--- config.mk ---
export PLATFORM = sky130hd
export DESIGN_NAME = mpp_top
export DESIGN_NICKNAME = d
export VERILOG_FILES = /design/src/shared/mpp_pkg.sv /design/src/shared/mpp_bus_if.sv /design/src/core/mpp_gpio_port.sv /design/src/core/mpp_axil_slave.sv /design/src/core/mpp_top.sv
export VERILOG_INCLUDE_DIRS = /design/src /design/src/shared
export SDC_FILE = /design/constraint.sdc
export NUM_CORES = 1
export LEC_CHECK = 0
export BUFFER_PORTS_ARGS = -buffer_cell sky130_fd_sc_hd__buf_2
export CAP_MARGIN = 10
export CORE_MARGIN = 3
export CORE_UTILIZATION = 53
export DETAILED_ROUTE_END_ITERATION = 10
export PLACE_DENSITY_LB_ADDON = 0.08
export SYNTH_ARGS = -nofsm -noshare
export SYNTH_HDL_FRONTEND = slang
export SYNTH_SLANG_ARGS = --single-unit
--- constraint.sdc ---
create_clock -name ref_clk_i -period 2.45 [get_ports ref_clk_i]
set_input_delay 0.1225 -clock ref_clk_i [delete_from_list [all_inputs] [get_ports ref_clk_i]]
set_output_delay 0.1225 -clock ref_clk_i [all_outputs]
set_load 0.02 [all_outputs]
--- src/shared/mpp_map.svh ---
`ifndef MPP_MAP_SVH
`define MPP_MAP_SVH
`define MPP_ANA_DATA 8'h00
`define MPP_ANA_DIR 8'h04
`define MPP_ANA_PULL 8'h08
`define MPP_ANA_INSEL 8'h0C
`define MPP_SER_DATA 8'h10
`define MPP_SER_DIR 8'h14
`define MPP_SER_PULL 8'h18
`define MPP_SER_OSEL 8'h1C
`define MPP_KEY_DATA 8'h20
`define MPP_KEY_DIR 8'h24
`define MPP_KEY_PULL 8'h28
`define MPP_MIX_DATA 8'h2C
`define MPP_MIX_OSEL 8'h30
`define MPP_DSP_DATA0 8'h34
`define MPP_DSP_DATA1 8'h38
`define MPP_DSP_DATA2 8'h3C
`define MPP_DSP_DATA3 8'h40
`define MPP_DSP_SEL 8'h44
`define MPP_ZERO8 8'h00
`define MPP_MIX_OUT_RST 2'h3
`define MPP_TOP_SEL_LATCH 2'h0
`define MPP_TOP_SEL_TIMER 2'h1
`define MPP_TOP_SEL_FAST 2'h2
`define MPP_TOP_SEL_BUZZ 2'h3
`define MPP_RESP_OKAY 2'h0
`define MPP_RESP_SLVERR 2'h2
`define MPP_SERIAL_CLOCK_CH_ZERO_BIT 2
`define MPP_SO0_BIT 4
`define MPP_SERIAL_CLOCK_CH_ONE_BIT 5
`define MPP_SO1_BIT 7
`endif

--- src/shared/mpp_pkg.sv ---
package mpp_pkg;
  typedef logic [7:0] mpp_byte_type;
  // Gray order along idle, fetch, respond
  typedef enum logic [1:0] {
    MPP_RD_IDLE = 2'h0,
    MPP_RD_FETCH = 2'h1,
    MPP_RD_RESP = 2'h3
  } mpp_rd_state_type;
endpackage

--- src/shared/mpp_bus_if.sv ---
`timescale 1ns/1ns
interface mpp_bus_if;
  logic wr_en;
  logic [7:0] wr_addr;
  logic [7:0] wr_data;
  logic wr_hit;
  logic [7:0] rd_addr;
  logic [7:0] rd_data;
  logic rd_hit;
  modport slave (output wr_en, wr_addr, wr_data, rd_addr, input wr_hit, rd_data, rd_hit);
  modport regs (input wr_en, wr_addr, wr_data, rd_addr, output wr_hit, rd_data, rd_hit);
endinterface

--- src/core/mpp_gpio_port.sv ---
`timescale 1ns/1ns
`include "mpp_map.svh"
module mpp_gpio_port
  import mpp_pkg::*;
(
  // Clock and reset
  input wire logic ref_clk_i,
  input wire logic reset_n_i,
  // Pin side
  input wire logic [7:0] pin_i,
  output logic [7:0] pin_o,
  output logic [7:0] pin_oe_o,
  // Core side
  input wire logic [7:0] drive_val_i,
  input wire logic [7:0] drive_oe_i,
  output logic [7:0] level_o
);
  mpp_byte_type meta_reg;
  mpp_byte_type level_reg;
  mpp_byte_type out_reg;
  mpp_byte_type oe_reg;

  // Pins are asynchronous; first stage feeds only the second
  always_ff @(posedge ref_clk_i or negedge reset_n_i) begin
    if (!reset_n_i) begin
      meta_reg <= `MPP_ZERO8;
      level_reg <= `MPP_ZERO8;
    end else begin
      meta_reg <= pin_i;
      level_reg <= meta_reg;
    end
  end

  always_ff @(posedge ref_clk_i or negedge reset_n_i) begin
    if (!reset_n_i) begin
      out_reg <= `MPP_ZERO8;
      oe_reg <= `MPP_ZERO8;
    end else begin
      out_reg <= drive_val_i;
      oe_reg <= drive_oe_i;
    end
  end

  assign pin_o = out_reg;
  assign pin_oe_o = oe_reg;
  assign level_o = level_reg;
endmodule

--- src/core/mpp_axil_slave.sv ---
`timescale 1ns/1ns
`include "mpp_map.svh"
module mpp_axil_slave
  import mpp_pkg::*;
(
  // Clock and reset
  input wire logic ref_clk_i,
  input wire logic reset_n_i,
  // AXI4-Lite write
  input wire logic [7:0] s_axi_awaddr,
  input wire logic s_axi_awvalid,
  output logic s_axi_awready,
  input wire logic [31:0] s_axi_wdata,
  input wire logic [3:0] s_axi_wstrb,
  input wire logic s_axi_wvalid,
  output logic s_axi_wready,
  output logic [1:0] s_axi_bresp,
  output logic s_axi_bvalid,
  input wire logic s_axi_bready,
  // AXI4-Lite read
  input wire logic [7:0] s_axi_araddr,
  input wire logic s_axi_arvalid,
  output logic s_axi_arready,
  output logic [31:0] s_axi_rdata,
  output logic [1:0] s_axi_rresp,
  output logic s_axi_rvalid,
  input wire logic s_axi_rready,
  // Register side
  mpp_bus_if.slave bus
);
  logic aw_full_reg;
  logic w_full_reg;
  logic bvalid_reg;
  logic [1:0] bresp_reg;
  logic [7:0] awaddr_reg;
  logic [7:0] wdata_reg;
  logic wlane_reg;
  mpp_rd_state_type rd_state_reg;
  mpp_rd_state_type rd_state_next;
  logic [7:0] araddr_reg;
  logic [31:0] rdata_reg;
  logic [1:0] rresp_reg;
  logic aw_take;
  logic w_take;
  logic do_write;

  assign aw_take = s_axi_awvalid && !aw_full_reg && !bvalid_reg;
  assign w_take = s_axi_wvalid && !w_full_reg && !bvalid_reg;
  assign do_write = aw_full_reg && w_full_reg && !bvalid_reg;

  always_ff @(posedge ref_clk_i or negedge reset_n_i) begin
    if (!reset_n_i) begin
      aw_full_reg <= 1'b0;
      w_full_reg <= 1'b0;
      awaddr_reg <= `MPP_ZERO8;
      wdata_reg <= `MPP_ZERO8;
      wlane_reg <= 1'b0;
    end else begin
      if (aw_take) begin
        aw_full_reg <= 1'b1;
        awaddr_reg <= s_axi_awaddr;
      end else if (do_write) begin
        aw_full_reg <= 1'b0;
      end
      if (w_take) begin
        w_full_reg <= 1'b1;
        wdata_reg <= s_axi_wdata[7:0];
        wlane_reg <= s_axi_wstrb[0];
      end else if (do_write) begin
        w_full_reg <= 1'b0;
      end
    end
  end

  always_ff @(posedge ref_clk_i or negedge reset_n_i) begin
    if (!reset_n_i) begin
      bvalid_reg <= 1'b0;
      bresp_reg <= `MPP_RESP_OKAY;
    end else if (do_write) begin
      bvalid_reg <= 1'b1;
      bresp_reg <= bus.wr_hit ? `MPP_RESP_OKAY : `MPP_RESP_SLVERR;
    end else if (s_axi_bready) begin
      bvalid_reg <= 1'b0;
    end
  end

  // Only byte lane 0 carries data; other lanes are ignored
  assign bus.wr_en = do_write && wlane_reg;
  assign bus.wr_addr = awaddr_reg;
  assign bus.wr_data = wdata_reg;
  assign bus.rd_addr = araddr_reg;

  always_comb begin
    rd_state_next = rd_state_reg;
    case (rd_state_reg)
      MPP_RD_IDLE: begin
        if (s_axi_arvalid) begin
          rd_state_next = MPP_RD_FETCH;
        end
      end
      MPP_RD_FETCH: rd_state_next = MPP_RD_RESP;
      MPP_RD_RESP: begin
        if (s_axi_rready) begin
          rd_state_next = MPP_RD_IDLE;
        end
      end
      default: rd_state_next = MPP_RD_IDLE;
    endcase
  end

  always_ff @(posedge ref_clk_i or negedge reset_n_i) begin
    if (!reset_n_i) begin
      rd_state_reg <= MPP_RD_IDLE;
      araddr_reg <= `MPP_ZERO8;
      rdata_reg <= 32'h0000_0000;
      rresp_reg <= `MPP_RESP_OKAY;
    end else begin
      rd_state_reg <= rd_state_next;
      if (rd_state_reg == MPP_RD_IDLE && s_axi_arvalid) begin
        araddr_reg <= s_axi_araddr;
      end
      if (rd_state_reg == MPP_RD_FETCH) begin
        rdata_reg <= {24'h00_0000, bus.rd_data};
        rresp_reg <= bus.rd_hit ? `MPP_RESP_OKAY : `MPP_RESP_SLVERR;
      end
    end
  end

  assign s_axi_awready = !aw_full_reg && !bvalid_reg;
  assign s_axi_wready = !w_full_reg && !bvalid_reg;
  assign s_axi_bvalid = bvalid_reg;
  assign s_axi_bresp = bresp_reg;
  assign s_axi_arready = (rd_state_reg == MPP_RD_IDLE);
  assign s_axi_rvalid = (rd_state_reg == MPP_RD_RESP);
  assign s_axi_rdata = rdata_reg;
  assign s_axi_rresp = rresp_reg;
endmodule

--- src/core/mpp_top.sv ---
// The register addresses and the AXI4-Lite slave port were chosen for this implementation.
`timescale 1ns/1ns
`include "mpp_map.svh"
module mpp_top
  import mpp_pkg::*;
(
  // Clock and reset
  input wire logic ref_clk_i,
  input wire logic reset_n_i,
  // AXI4-Lite register bus
  input wire logic [7:0] s_axi_awaddr,
  input wire logic s_axi_awvalid,
  output logic s_axi_awready,
  input wire logic [31:0] s_axi_wdata,
  input wire logic [3:0] s_axi_wstrb,
  input wire logic s_axi_wvalid,
  output logic s_axi_wready,
  output logic [1:0] s_axi_bresp,
  output logic s_axi_bvalid,
  input wire logic s_axi_bready,
  input wire logic [7:0] s_axi_araddr,
  input wire logic s_axi_arvalid,
  output logic s_axi_arready,
  output logic [31:0] s_axi_rdata,
  output logic [1:0] s_axi_rresp,
  output logic s_axi_rvalid,
  input wire logic s_axi_rready,
  // Analog-shared port
  input wire logic [7:0] analog_shared_port_i,
  output logic [7:0] analog_shared_port_o,
  output logic [7:0] analog_shared_port_oe_o,
  output logic [1:0] analog_shared_port_pull_o,
  output logic [7:0] converter_input_sel_o,
  // Serial-shared port and serial unit
  input wire logic [7:0] serial_shared_port_i,
  output logic [7:0] serial_shared_port_o,
  output logic [7:0] serial_shared_port_oe_o,
  output logic [1:0] serial_shared_port_pull_o,
  output logic [7:0] serial_shared_port_level_o,
  input wire logic serial_clock_ch_zero_i,
  input wire logic serial_clock_ch_zero_oe_i,
  input wire logic serial_out_ch_zero_i,
  input wire logic serial_out_ch_zero_oe_i,
  input wire logic serial_clock_ch_one_i,
  input wire logic serial_clock_ch_one_oe_i,
  input wire logic serial_out_ch_one_i,
  input wire logic serial_out_ch_one_oe_i,
  // Key return port
  input wire logic [7:0] key_return_port_i,
  output logic [7:0] key_return_port_o,
  output logic [7:0] key_return_port_oe_o,
  output logic [1:0] key_return_port_pull_o,
  output logic [7:0] key_return_input_o,
  // Mixed-function port
  input wire logic [5:0] mixed_function_port_i,
  output logic [5:0] mixed_function_port_level_o,
  output logic [1:0] mixed_function_port_o,
  input wire logic pwm_i,
  input wire logic timer_square_wave_out_i,
  input wire logic divider_out_fast_i,
  input wire logic divider_out_buzzer_i,
  // Display ports, one byte per port from one to four
  input wire logic [31:0] fluorescent_display_seg_i,
  output logic [31:0] display_port_o
);
  mpp_bus_if bus();
  mpp_byte_type dir_reg [3];
  mpp_byte_type data_reg [3];
  logic [1:0] pull_reg [3];
  mpp_byte_type insel_reg;
  logic [3:0] ser_sel_reg;
  logic [1:0] mix_data_reg;
  logic pwm_sel_reg;
  logic [1:0] top_sel_reg;
  logic [31:0] dsp_data_reg;
  logic [3:0] dsp_sel_reg;
  logic [5:0] mix_meta_reg;
  logic [5:0] mix_level_reg;
  logic [1:0] mix_out_reg;
  logic [31:0] dsp_out_reg;
  logic [23:0] pin_in;
  logic [23:0] pin_out;
  logic [23:0] pin_oe;
  logic [23:0] pin_level;
  logic [23:0] drv_val;
  logic [23:0] drv_oe;
  mpp_byte_type rd_port [3];
  mpp_byte_type ser_val;
  mpp_byte_type ser_oe;
  logic [3:0] ser_alt_val;
  logic [3:0] ser_alt_oe;
  logic top_pin_val;
  logic [1:0] mix_next;
  logic [31:0] dsp_next;
  logic [7:0] rd_byte;
  logic rd_known;
  logic wr_known;
  logic [7:0] data_off [3];
  logic [7:0] dir_off [3];
  logic [7:0] pull_off [3];
  logic [7:0] dsp_off [4];

  assign data_off = '{`MPP_ANA_DATA, `MPP_SER_DATA, `MPP_KEY_DATA};
  assign dir_off = '{`MPP_ANA_DIR, `MPP_SER_DIR, `MPP_KEY_DIR};
  assign pull_off = '{`MPP_ANA_PULL, `MPP_SER_PULL, `MPP_KEY_PULL};
  assign dsp_off = '{`MPP_DSP_DATA0, `MPP_DSP_DATA1, `MPP_DSP_DATA2, `MPP_DSP_DATA3};

  mpp_axil_slave u_axil (
    .ref_clk_i(ref_clk_i),
    .reset_n_i(reset_n_i),
    .s_axi_awaddr(s_axi_awaddr),
    .s_axi_awvalid(s_axi_awvalid),
    .s_axi_awready(s_axi_awready),
    .s_axi_wdata(s_axi_wdata),
    .s_axi_wstrb(s_axi_wstrb),
    .s_axi_wvalid(s_axi_wvalid),
    .s_axi_wready(s_axi_wready),
    .s_axi_bresp(s_axi_bresp),
    .s_axi_bvalid(s_axi_bvalid),
    .s_axi_bready(s_axi_bready),
    .s_axi_araddr(s_axi_araddr),
    .s_axi_arvalid(s_axi_arvalid),
    .s_axi_arready(s_axi_arready),
    .s_axi_rdata(s_axi_rdata),
    .s_axi_rresp(s_axi_rresp),
    .s_axi_rvalid(s_axi_rvalid),
    .s_axi_rready(s_axi_rready),
    .bus(bus.slave)
  );

  assign pin_in = {key_return_port_i, serial_shared_port_i, analog_shared_port_i};

  assign ser_alt_val = {serial_out_ch_one_i, serial_clock_ch_one_i,
                        serial_out_ch_zero_i, serial_clock_ch_zero_i};
  assign ser_alt_oe = {serial_out_ch_one_oe_i, serial_clock_ch_one_oe_i,
                       serial_out_ch_zero_oe_i, serial_clock_ch_zero_oe_i};
  always_comb begin
    ser_val = data_reg[1];
    ser_oe = dir_reg[1];
    if (ser_sel_reg[0]) begin
      ser_val[`MPP_SERIAL_CLOCK_CH_ZERO_BIT] = ser_alt_val[0];
      ser_oe[`MPP_SERIAL_CLOCK_CH_ZERO_BIT] = ser_alt_oe[0];
    end
    if (ser_sel_reg[1]) begin
      ser_val[`MPP_SO0_BIT] = ser_alt_val[1];
      ser_oe[`MPP_SO0_BIT] = ser_alt_oe[1];
    end
    if (ser_sel_reg[2]) begin
      ser_val[`MPP_SERIAL_CLOCK_CH_ONE_BIT] = ser_alt_val[2];
      ser_oe[`MPP_SERIAL_CLOCK_CH_ONE_BIT] = ser_alt_oe[2];
    end
    if (ser_sel_reg[3]) begin
      ser_val[`MPP_SO1_BIT] = ser_alt_val[3];
      ser_oe[`MPP_SO1_BIT] = ser_alt_oe[3];
    end
  end
  assign drv_val = {data_reg[2], ser_val, data_reg[0]};
  assign drv_oe = {dir_reg[2], ser_oe, dir_reg[0]};

  genvar gp;
  generate
    for (gp = 0; gp < 3; gp++) begin : g_port
      mpp_gpio_port u_port (
        .ref_clk_i(ref_clk_i),
        .reset_n_i(reset_n_i),
        .pin_i(pin_in[gp*8 +: 8]),
        .pin_o(pin_out[gp*8 +: 8]),
        .pin_oe_o(pin_oe[gp*8 +: 8]),
        .drive_val_i(drv_val[gp*8 +: 8]),
        .drive_oe_i(drv_oe[gp*8 +: 8]),
        .level_o(pin_level[gp*8 +: 8])
      );
      assign rd_port[gp] = (dir_reg[gp] & data_reg[gp]) | (~dir_reg[gp] & pin_level[gp*8 +: 8]);
      always_ff @(posedge ref_clk_i or negedge reset_n_i) begin
        if (!reset_n_i) begin
          dir_reg[gp] <= `MPP_ZERO8;
          data_reg[gp] <= `MPP_ZERO8;
          pull_reg[gp] <= 2'h0;
        end else if (bus.wr_en) begin
          if (bus.wr_addr == dir_off[gp]) dir_reg[gp] <= bus.wr_data;
          if (bus.wr_addr == data_off[gp]) data_reg[gp] <= bus.wr_data;
          if (bus.wr_addr == pull_off[gp]) pull_reg[gp] <= bus.wr_data[1:0];
        end
      end
    end
  endgenerate

  always_ff @(posedge ref_clk_i or negedge reset_n_i) begin
    if (!reset_n_i) begin
      insel_reg <= `MPP_ZERO8;
      ser_sel_reg <= 4'h0;
      mix_data_reg <= `MPP_MIX_OUT_RST;
      pwm_sel_reg <= 1'b0;
      top_sel_reg <= `MPP_TOP_SEL_LATCH;
      dsp_sel_reg <= 4'h0;
    end else if (bus.wr_en) begin
      if (bus.wr_addr == `MPP_ANA_INSEL) insel_reg <= bus.wr_data;
      if (bus.wr_addr == `MPP_SER_OSEL) ser_sel_reg <= bus.wr_data[3:0];
      if (bus.wr_addr == `MPP_MIX_DATA) mix_data_reg <= bus.wr_data[7:6];
      if (bus.wr_addr == `MPP_MIX_OSEL) pwm_sel_reg <= bus.wr_data[0];
      if (bus.wr_addr == `MPP_MIX_OSEL) top_sel_reg <= bus.wr_data[2:1];
      if (bus.wr_addr == `MPP_DSP_SEL) dsp_sel_reg <= bus.wr_data[3:0];
    end
  end

  genvar gd;
  generate
    for (gd = 0; gd < 4; gd++) begin : g_dsp
      always_ff @(posedge ref_clk_i or negedge reset_n_i) begin
        if (!reset_n_i) begin
          dsp_data_reg[gd*8 +: 8] <= `MPP_ZERO8;
        end else if (bus.wr_en && bus.wr_addr == dsp_off[gd]) begin
          dsp_data_reg[gd*8 +: 8] <= bus.wr_data;
        end
      end
      assign dsp_next[gd*8 +: 8] = dsp_sel_reg[gd] ? fluorescent_display_seg_i[gd*8 +: 8]
                                                   : dsp_data_reg[gd*8 +: 8];
    end
  endgenerate

  always_comb begin
    case (top_sel_reg)
      `MPP_TOP_SEL_LATCH: top_pin_val = mix_data_reg[1];
      `MPP_TOP_SEL_TIMER: top_pin_val = timer_square_wave_out_i;
      `MPP_TOP_SEL_FAST: top_pin_val = divider_out_fast_i;
      `MPP_TOP_SEL_BUZZ: top_pin_val = divider_out_buzzer_i;
      default: top_pin_val = mix_data_reg[1];
    endcase
  end
  assign mix_next = {top_pin_val, pwm_sel_reg ? pwm_i : mix_data_reg[0]};

  always_ff @(posedge ref_clk_i or negedge reset_n_i) begin
    if (!reset_n_i) begin
      mix_meta_reg <= 6'h00;
      mix_level_reg <= 6'h00;
      mix_out_reg <= `MPP_MIX_OUT_RST;
      dsp_out_reg <= 32'h0000_0000;
    end else begin
      mix_meta_reg <= mixed_function_port_i;
      mix_level_reg <= mix_meta_reg;
      mix_out_reg <= mix_next;
      dsp_out_reg <= dsp_next;
    end
  end

  // Read decode; unmapped offsets answer SLVERR
  always_comb begin
    rd_byte = `MPP_ZERO8;
    rd_known = 1'b1;
    case (bus.rd_addr)
      `MPP_ANA_DATA: rd_byte = rd_port[0];
      `MPP_ANA_DIR: rd_byte = dir_reg[0];
      `MPP_ANA_PULL: rd_byte = {6'h00, pull_reg[0]};
      `MPP_ANA_INSEL: rd_byte = insel_reg;
      `MPP_SER_DATA: rd_byte = rd_port[1];
      `MPP_SER_DIR: rd_byte = dir_reg[1];
      `MPP_SER_PULL: rd_byte = {6'h00, pull_reg[1]};
      `MPP_SER_OSEL: rd_byte = {4'h0, ser_sel_reg};
      `MPP_KEY_DATA: rd_byte = rd_port[2];
      `MPP_KEY_DIR: rd_byte = dir_reg[2];
      `MPP_KEY_PULL: rd_byte = {6'h00, pull_reg[2]};
      `MPP_MIX_DATA: rd_byte = {mix_data_reg, mix_level_reg};
      `MPP_MIX_OSEL: rd_byte = {5'h00, top_sel_reg, pwm_sel_reg};
      `MPP_DSP_DATA0: rd_byte = dsp_data_reg[7:0];
      `MPP_DSP_DATA1: rd_byte = dsp_data_reg[15:8];
      `MPP_DSP_DATA2: rd_byte = dsp_data_reg[23:16];
      `MPP_DSP_DATA3: rd_byte = dsp_data_reg[31:24];
      `MPP_DSP_SEL: rd_byte = {4'h0, dsp_sel_reg};
      default: rd_known = 1'b0;
    endcase
  end
  assign wr_known = (bus.wr_addr <= `MPP_DSP_SEL) && (bus.wr_addr[1:0] == 2'h0);
  assign bus.rd_data = rd_byte;
  assign bus.rd_hit = rd_known;
  assign bus.wr_hit = wr_known;

  assign analog_shared_port_o = pin_out[7:0];
  assign analog_shared_port_oe_o = pin_oe[7:0];
  assign serial_shared_port_o = pin_out[15:8];
  assign serial_shared_port_oe_o = pin_oe[15:8];
  assign key_return_port_o = pin_out[23:16];
  assign key_return_port_oe_o = pin_oe[23:16];
  assign serial_shared_port_level_o = pin_level[15:8];
  assign key_return_input_o = pin_level[23:16];
  assign analog_shared_port_pull_o = pull_reg[0];
  assign serial_shared_port_pull_o = pull_reg[1];
  assign key_return_port_pull_o = pull_reg[2];
  assign converter_input_sel_o = insel_reg;
  assign mixed_function_port_level_o = mix_level_reg;
  assign mixed_function_port_o = mix_out_reg;
  assign display_port_o = dsp_out_reg;

  property p_dir_reset;
    @(posedge ref_clk_i) $rose(reset_n_i) |-> (pin_oe == 24'h00_0000);
  endproperty
  a_dir_reset: assert property (p_dir_reset) else $error("pin enabled after reset");
  property p_pull_reset;
    @(posedge ref_clk_i) $rose(reset_n_i) |-> (analog_shared_port_pull_o == 2'h0)
      && (serial_shared_port_pull_o == 2'h0) && (key_return_port_pull_o == 2'h0);
  endproperty
  a_pull_reset: assert property (p_pull_reset) else $error("pull-up on after reset");
  property p_mix_reset;
    @(posedge ref_clk_i) $rose(reset_n_i) |-> (mixed_function_port_o == `MPP_MIX_OUT_RST);
  endproperty
  a_mix_reset: assert property (p_mix_reset) else $error("mixed outputs not high");
  property p_dir_write;
    @(posedge ref_clk_i) disable iff (!reset_n_i) (bus.wr_en && bus.wr_addr == `MPP_ANA_DIR)
      |-> ##2 (analog_shared_port_oe_o == $past(bus.wr_data, 2));
  endproperty
  a_dir_write: assert property (p_dir_write) else $error("direction not applied");
  property p_pull_hold;
    @(posedge ref_clk_i) disable iff (!reset_n_i)
      !(bus.wr_en && bus.wr_addr == `MPP_ANA_PULL) |=> $stable(analog_shared_port_pull_o);
  endproperty
  a_pull_hold: assert property (p_pull_hold) else $error("pull group changed");
  property p_pwm_sel;
    @(posedge ref_clk_i) disable iff (!reset_n_i)
      pwm_sel_reg |=> (mixed_function_port_o[0] == $past(pwm_i));
  endproperty
  a_pwm_sel: assert property (p_pwm_sel) else $error("pwm not routed");
  property p_top_latch;
    @(posedge ref_clk_i) disable iff (!reset_n_i)
      (top_sel_reg == `MPP_TOP_SEL_LATCH) |=> (mixed_function_port_o[1] == $past(mix_data_reg[1]));
  endproperty
  a_top_latch: assert property (p_top_latch) else $error("top pin not latch");
  property p_ser_sel;
    @(posedge ref_clk_i) disable iff (!reset_n_i)
      ser_sel_reg[0] |=> (serial_shared_port_oe_o[2] == $past(serial_clock_ch_zero_oe_i));
  endproperty
  a_ser_sel: assert property (p_ser_sel) else $error("serial clock not routed");
  property p_dsp_sel;
    @(posedge ref_clk_i) disable iff (!reset_n_i)
      dsp_sel_reg[1] |=> (display_port_o[15:8] == $past(fluorescent_display_seg_i[15:8]));
  endproperty
  a_dsp_sel: assert property (p_dsp_sel) else $error("segment data not routed");
  property p_readback;
    @(posedge ref_clk_i) disable iff (!reset_n_i)
      (bus.rd_addr == `MPP_ANA_DATA) && $past(reset_n_i, 2) |-> (bus.rd_data ==
        ((dir_reg[0] & data_reg[0]) | (~dir_reg[0] & $past(analog_shared_port_i, 2))));
  endproperty
  a_readback: assert property (p_readback) else $error("read-back mismatch");
  c_write: cover property (@(posedge ref_clk_i) s_axi_bvalid && s_axi_bready);
  c_read: cover property (@(posedge ref_clk_i) s_axi_rvalid && s_axi_rready);
  c_pwm: cover property (@(posedge ref_clk_i) pwm_sel_reg && top_sel_reg == 2'h3);
endmodule

==> key figures <==
Setup path
  – Reg2reg end: u_axil.s_axi_rdata[5]
  – CP startpoint kind: flip-flop
  – R2r startpoint: u_axil.bus.rd_addr[2]
  – R2R depth: 5
  – Crit path DAT: 2.59 ns
  – Crit path from: u_axil.bus.rd_addr[2]
  – Max FO, Critical Path: 9
  – Crit end category: flip-flop
  – Crit path to: u_axil.s_axi_rdata[5]
  – R2R setup slack: 0.30 ns
  – WS Path Type: reg2reg
  – Req. time, crit path: 2.90 ns

Routing
  – WL final: 31,400 um
  – Iter 0 DRT Violations: 457
  – Final ANT Viol Nets: 0
  – WL/cell: 21.9 um
  – DRT Pass-1 Iters: 5
  – DRC Markers: 0
  – Vias per cell: 5.47
  – Via count: 7,859

Global route
  – Antenna violations before repair: 0
  – Vias in the first global route: 8,236
  – Largest net degree at the start of global routing: 88
  – Grt ovf: 0
  – Gr usage total: 0.271
  – First-pass GRT wire length: 48,900 um

Layout
  – Nets: 1,281
  – Antenna Cells: 0
  – Share of cells above drive strength 1: 0.445
  – Area Overhead vs Synth: 32.1%

Place
  – Detailed placement HPWL: 21,200 um
  – Port bufs: 238
  – Setup Slack @ Placement: 0.325 ns
  – RD Place Congestion: 0.905

Floorplan
  – Die width: 152 um
  – Die footprint: 23,100 sq um
  – Ports: 292
  – Die Y: 152 um
  – Rows: 52
  – Core Footprint: 20,600 sq um
  – Initial core utilization: 0.549

Yosys
  – Post-synth EDFFs: 0
  – Synth Warn #: 0
  – Top_reg_cell synth: dfrtp_1
  – Register area share after synthesis: 0.642
  – Netlist cell types: 63
  – Register bit count reported by yosys: 289
  – Syn avg cell area: 14.6 sq um
  – Async SR Flop Fraction: 1.00
  – Synthesized area: 11,300 sq um
  – Syn Inst Count: 771

Clocking
  – Clk buf depth: 3
  – CTS Sinks: 289
  – CTS tree: done
  – Post-cts gate resize count: 0
  – CTS clk-pin slew, worst paths: 0.06 ns
  – H-tree depth: 1
  – Skew-Pair Late Insertion Delay: 0.54 ns
  – CTS buffer count: 28
  – Root Driver: clkbuf_16

STA
  – Final Hold Fails: 0
  – Worst Hold Slack: 0.220 ns
  – Setup Skew: 0.0112 ns
  – # setup viols final: 0
  – FMAX: 466 MHz
  – TNS Setup: 0 ns
  – Worst setup margin: 0.305 ns
  – Min Tclk post-route: 2.15 ns
  – Final worst path period share: 0.876
  – Slew Limit Headroom: 0.497
  – Measured slew at the worst slew-check pin: 0.755 ns
  – Max Slew Vio Count: 0
  – RSZ-0062 raised after global routing: false

Job
  – Number of max-cap violations: 0

Power and ir drop
  – Leak: 7.57 nW
  – Peak supply drop: 0.659 mV
  – Power Total: 14.4 mW
  – PwrDens: 969 nW/um^2

Worst hold path
  – Hold/Removal Path Class: in2async

Status
  – Outcome: completed
## per-layer routing
| metal | part of all wire | GRT usage |
|---|---|---|
| met1 | 0.43 | 0.392 |
| met4 | 0.024 | 0.0719 |
| met2 | 0.47 | 0.427 |
| met5 | 0 | 0 |
| met3 | 0.072 | 0.0532 |
## Yosys cell counts, types with 3 or more instances
cell | instances | area share
a21oi_1 | 19 | 0.0084
mux2i_1 | 22 | 0.020
buf_2 | 8 | 0.0036
o22ai_1 | 9 | 0.0050
o21ai_0 | 12 | 0.0053
nor3_1 | 8 | 0.0036
mux2_2 | 176 | 0.18
nand2_4 | 4 | 0.0040
nand2_1 | 28 | 0.0093
a222oi_1 | 5 | 0.0044
and2_1 | 3 | 0.0017
dfrtp_1 | 285 | 0.63
buf_4 | 27 | 0.018
o31ai_1 | 4 | 0.0027
nor2_1 | 23 | 0.0077
nand3_1 | 7 | 0.0031
a31oi_1 | 6 | 0.0033
dfstp_2 | 4 | 0.0093
nand4_1 | 3 | 0.0017
mux2_1 | 12 | 0.012
nand3b_1 | 4 | 0.0027
inv_1 | 4 | 0.0013
nor4_2 | 3 | 0.0033
nor2b_1 | 5 | 0.0028
clkbuf_1 | 27 | 0.0090
a22oi_1 | 15 | 0.010
## worst min-delay path by stage
stage / endpoint
floorplan: analog_shared_port_pull_o[0]
global placement: display_port_o[16]
detailed placement: display_port_o[16]
CTS: g_port[0].u_port.meta_reg[4]
global route: g_port[2].u_port.meta_reg[1]
finish: display_port_o[16]
## power breakdown
group | total [mW] | switching, mW | internal [mW]
Sequential | 6.72 | 1.17 | 5.56
Clock | 4.26 | 1.73 | 2.53
Combinational | 3.45 | 1.88 | 1.57
## cell usage in the layout, fill, tap and decap left out, drive strengths merged, types with 9 or more instances in the layout
cell         netlist  routed
a21oi             19      19
clkbuf            27      46
buf               36     280
dfrtp            285     285
nor2              23      23
mux2i             22      22
nor3               9       9
a22oi             15      15
o22ai              9       9
o21ai             12      12
dlygate4sd3        0     105
nand2             33      33
conb               1      26
mux2             188     188
## worst max-delay path, cell delays in order, from the launching register on
cell,delay (ns)
dfrtp_1,0.63
nor2b_1,0.65
a22oi_1,0.26
o32ai_1,0.24
a21oi_1,0.10
o21ai_0,0.18
## cell families (layout without fill, tap and decap cells)
group                  Yosys count  after routing  share of synthesized area
buffers and inverters           67            438                     0.0322
AO/OA/AOI/OAI                   91             91                     0.0549
flip-flops                     289            289                      0.642
AND/OR/NAND/NOR                111            111                     0.0597
other                            1             26                   0.000332
multiplexers                   212            212                      0.211
## timing repair
item	CTS	global route
endpoints found under the hold margin	179	0
setup buffers	0	0
hold buffers	105	0
setup endpoints to repair	0	0
## final cells by class
type	instances	area, sq um
Clock inverter	3	40.0
Tap cell	270	338
Fill cell	1405	5660
Sequential cell	289	7240
Inverter	4	15.0
Multi-Input combinational cell	440	3770
Timing Repair Buffer	385	2620
Clock buffer	46	880
## per-stage QoR
| step | std cells | cell area (sq um) | util |
|---|---|---|---|
| 2_1_floorplan | 796 | 11400 | - |
| 3_3_place_gp | 1283 | 12900 | 0.629 |
| 3_5_place_dp | 1283 | 12900 | 0.629 |
| 4_1_cts | 1437 | 14900 | 0.725 |
| 5_1_grt | 1437 | 14900 | 0.725 |
| 6_report | 1437 | 14900 | 0.725 |
Note: power is estimated with default switching activity, not from simulation.
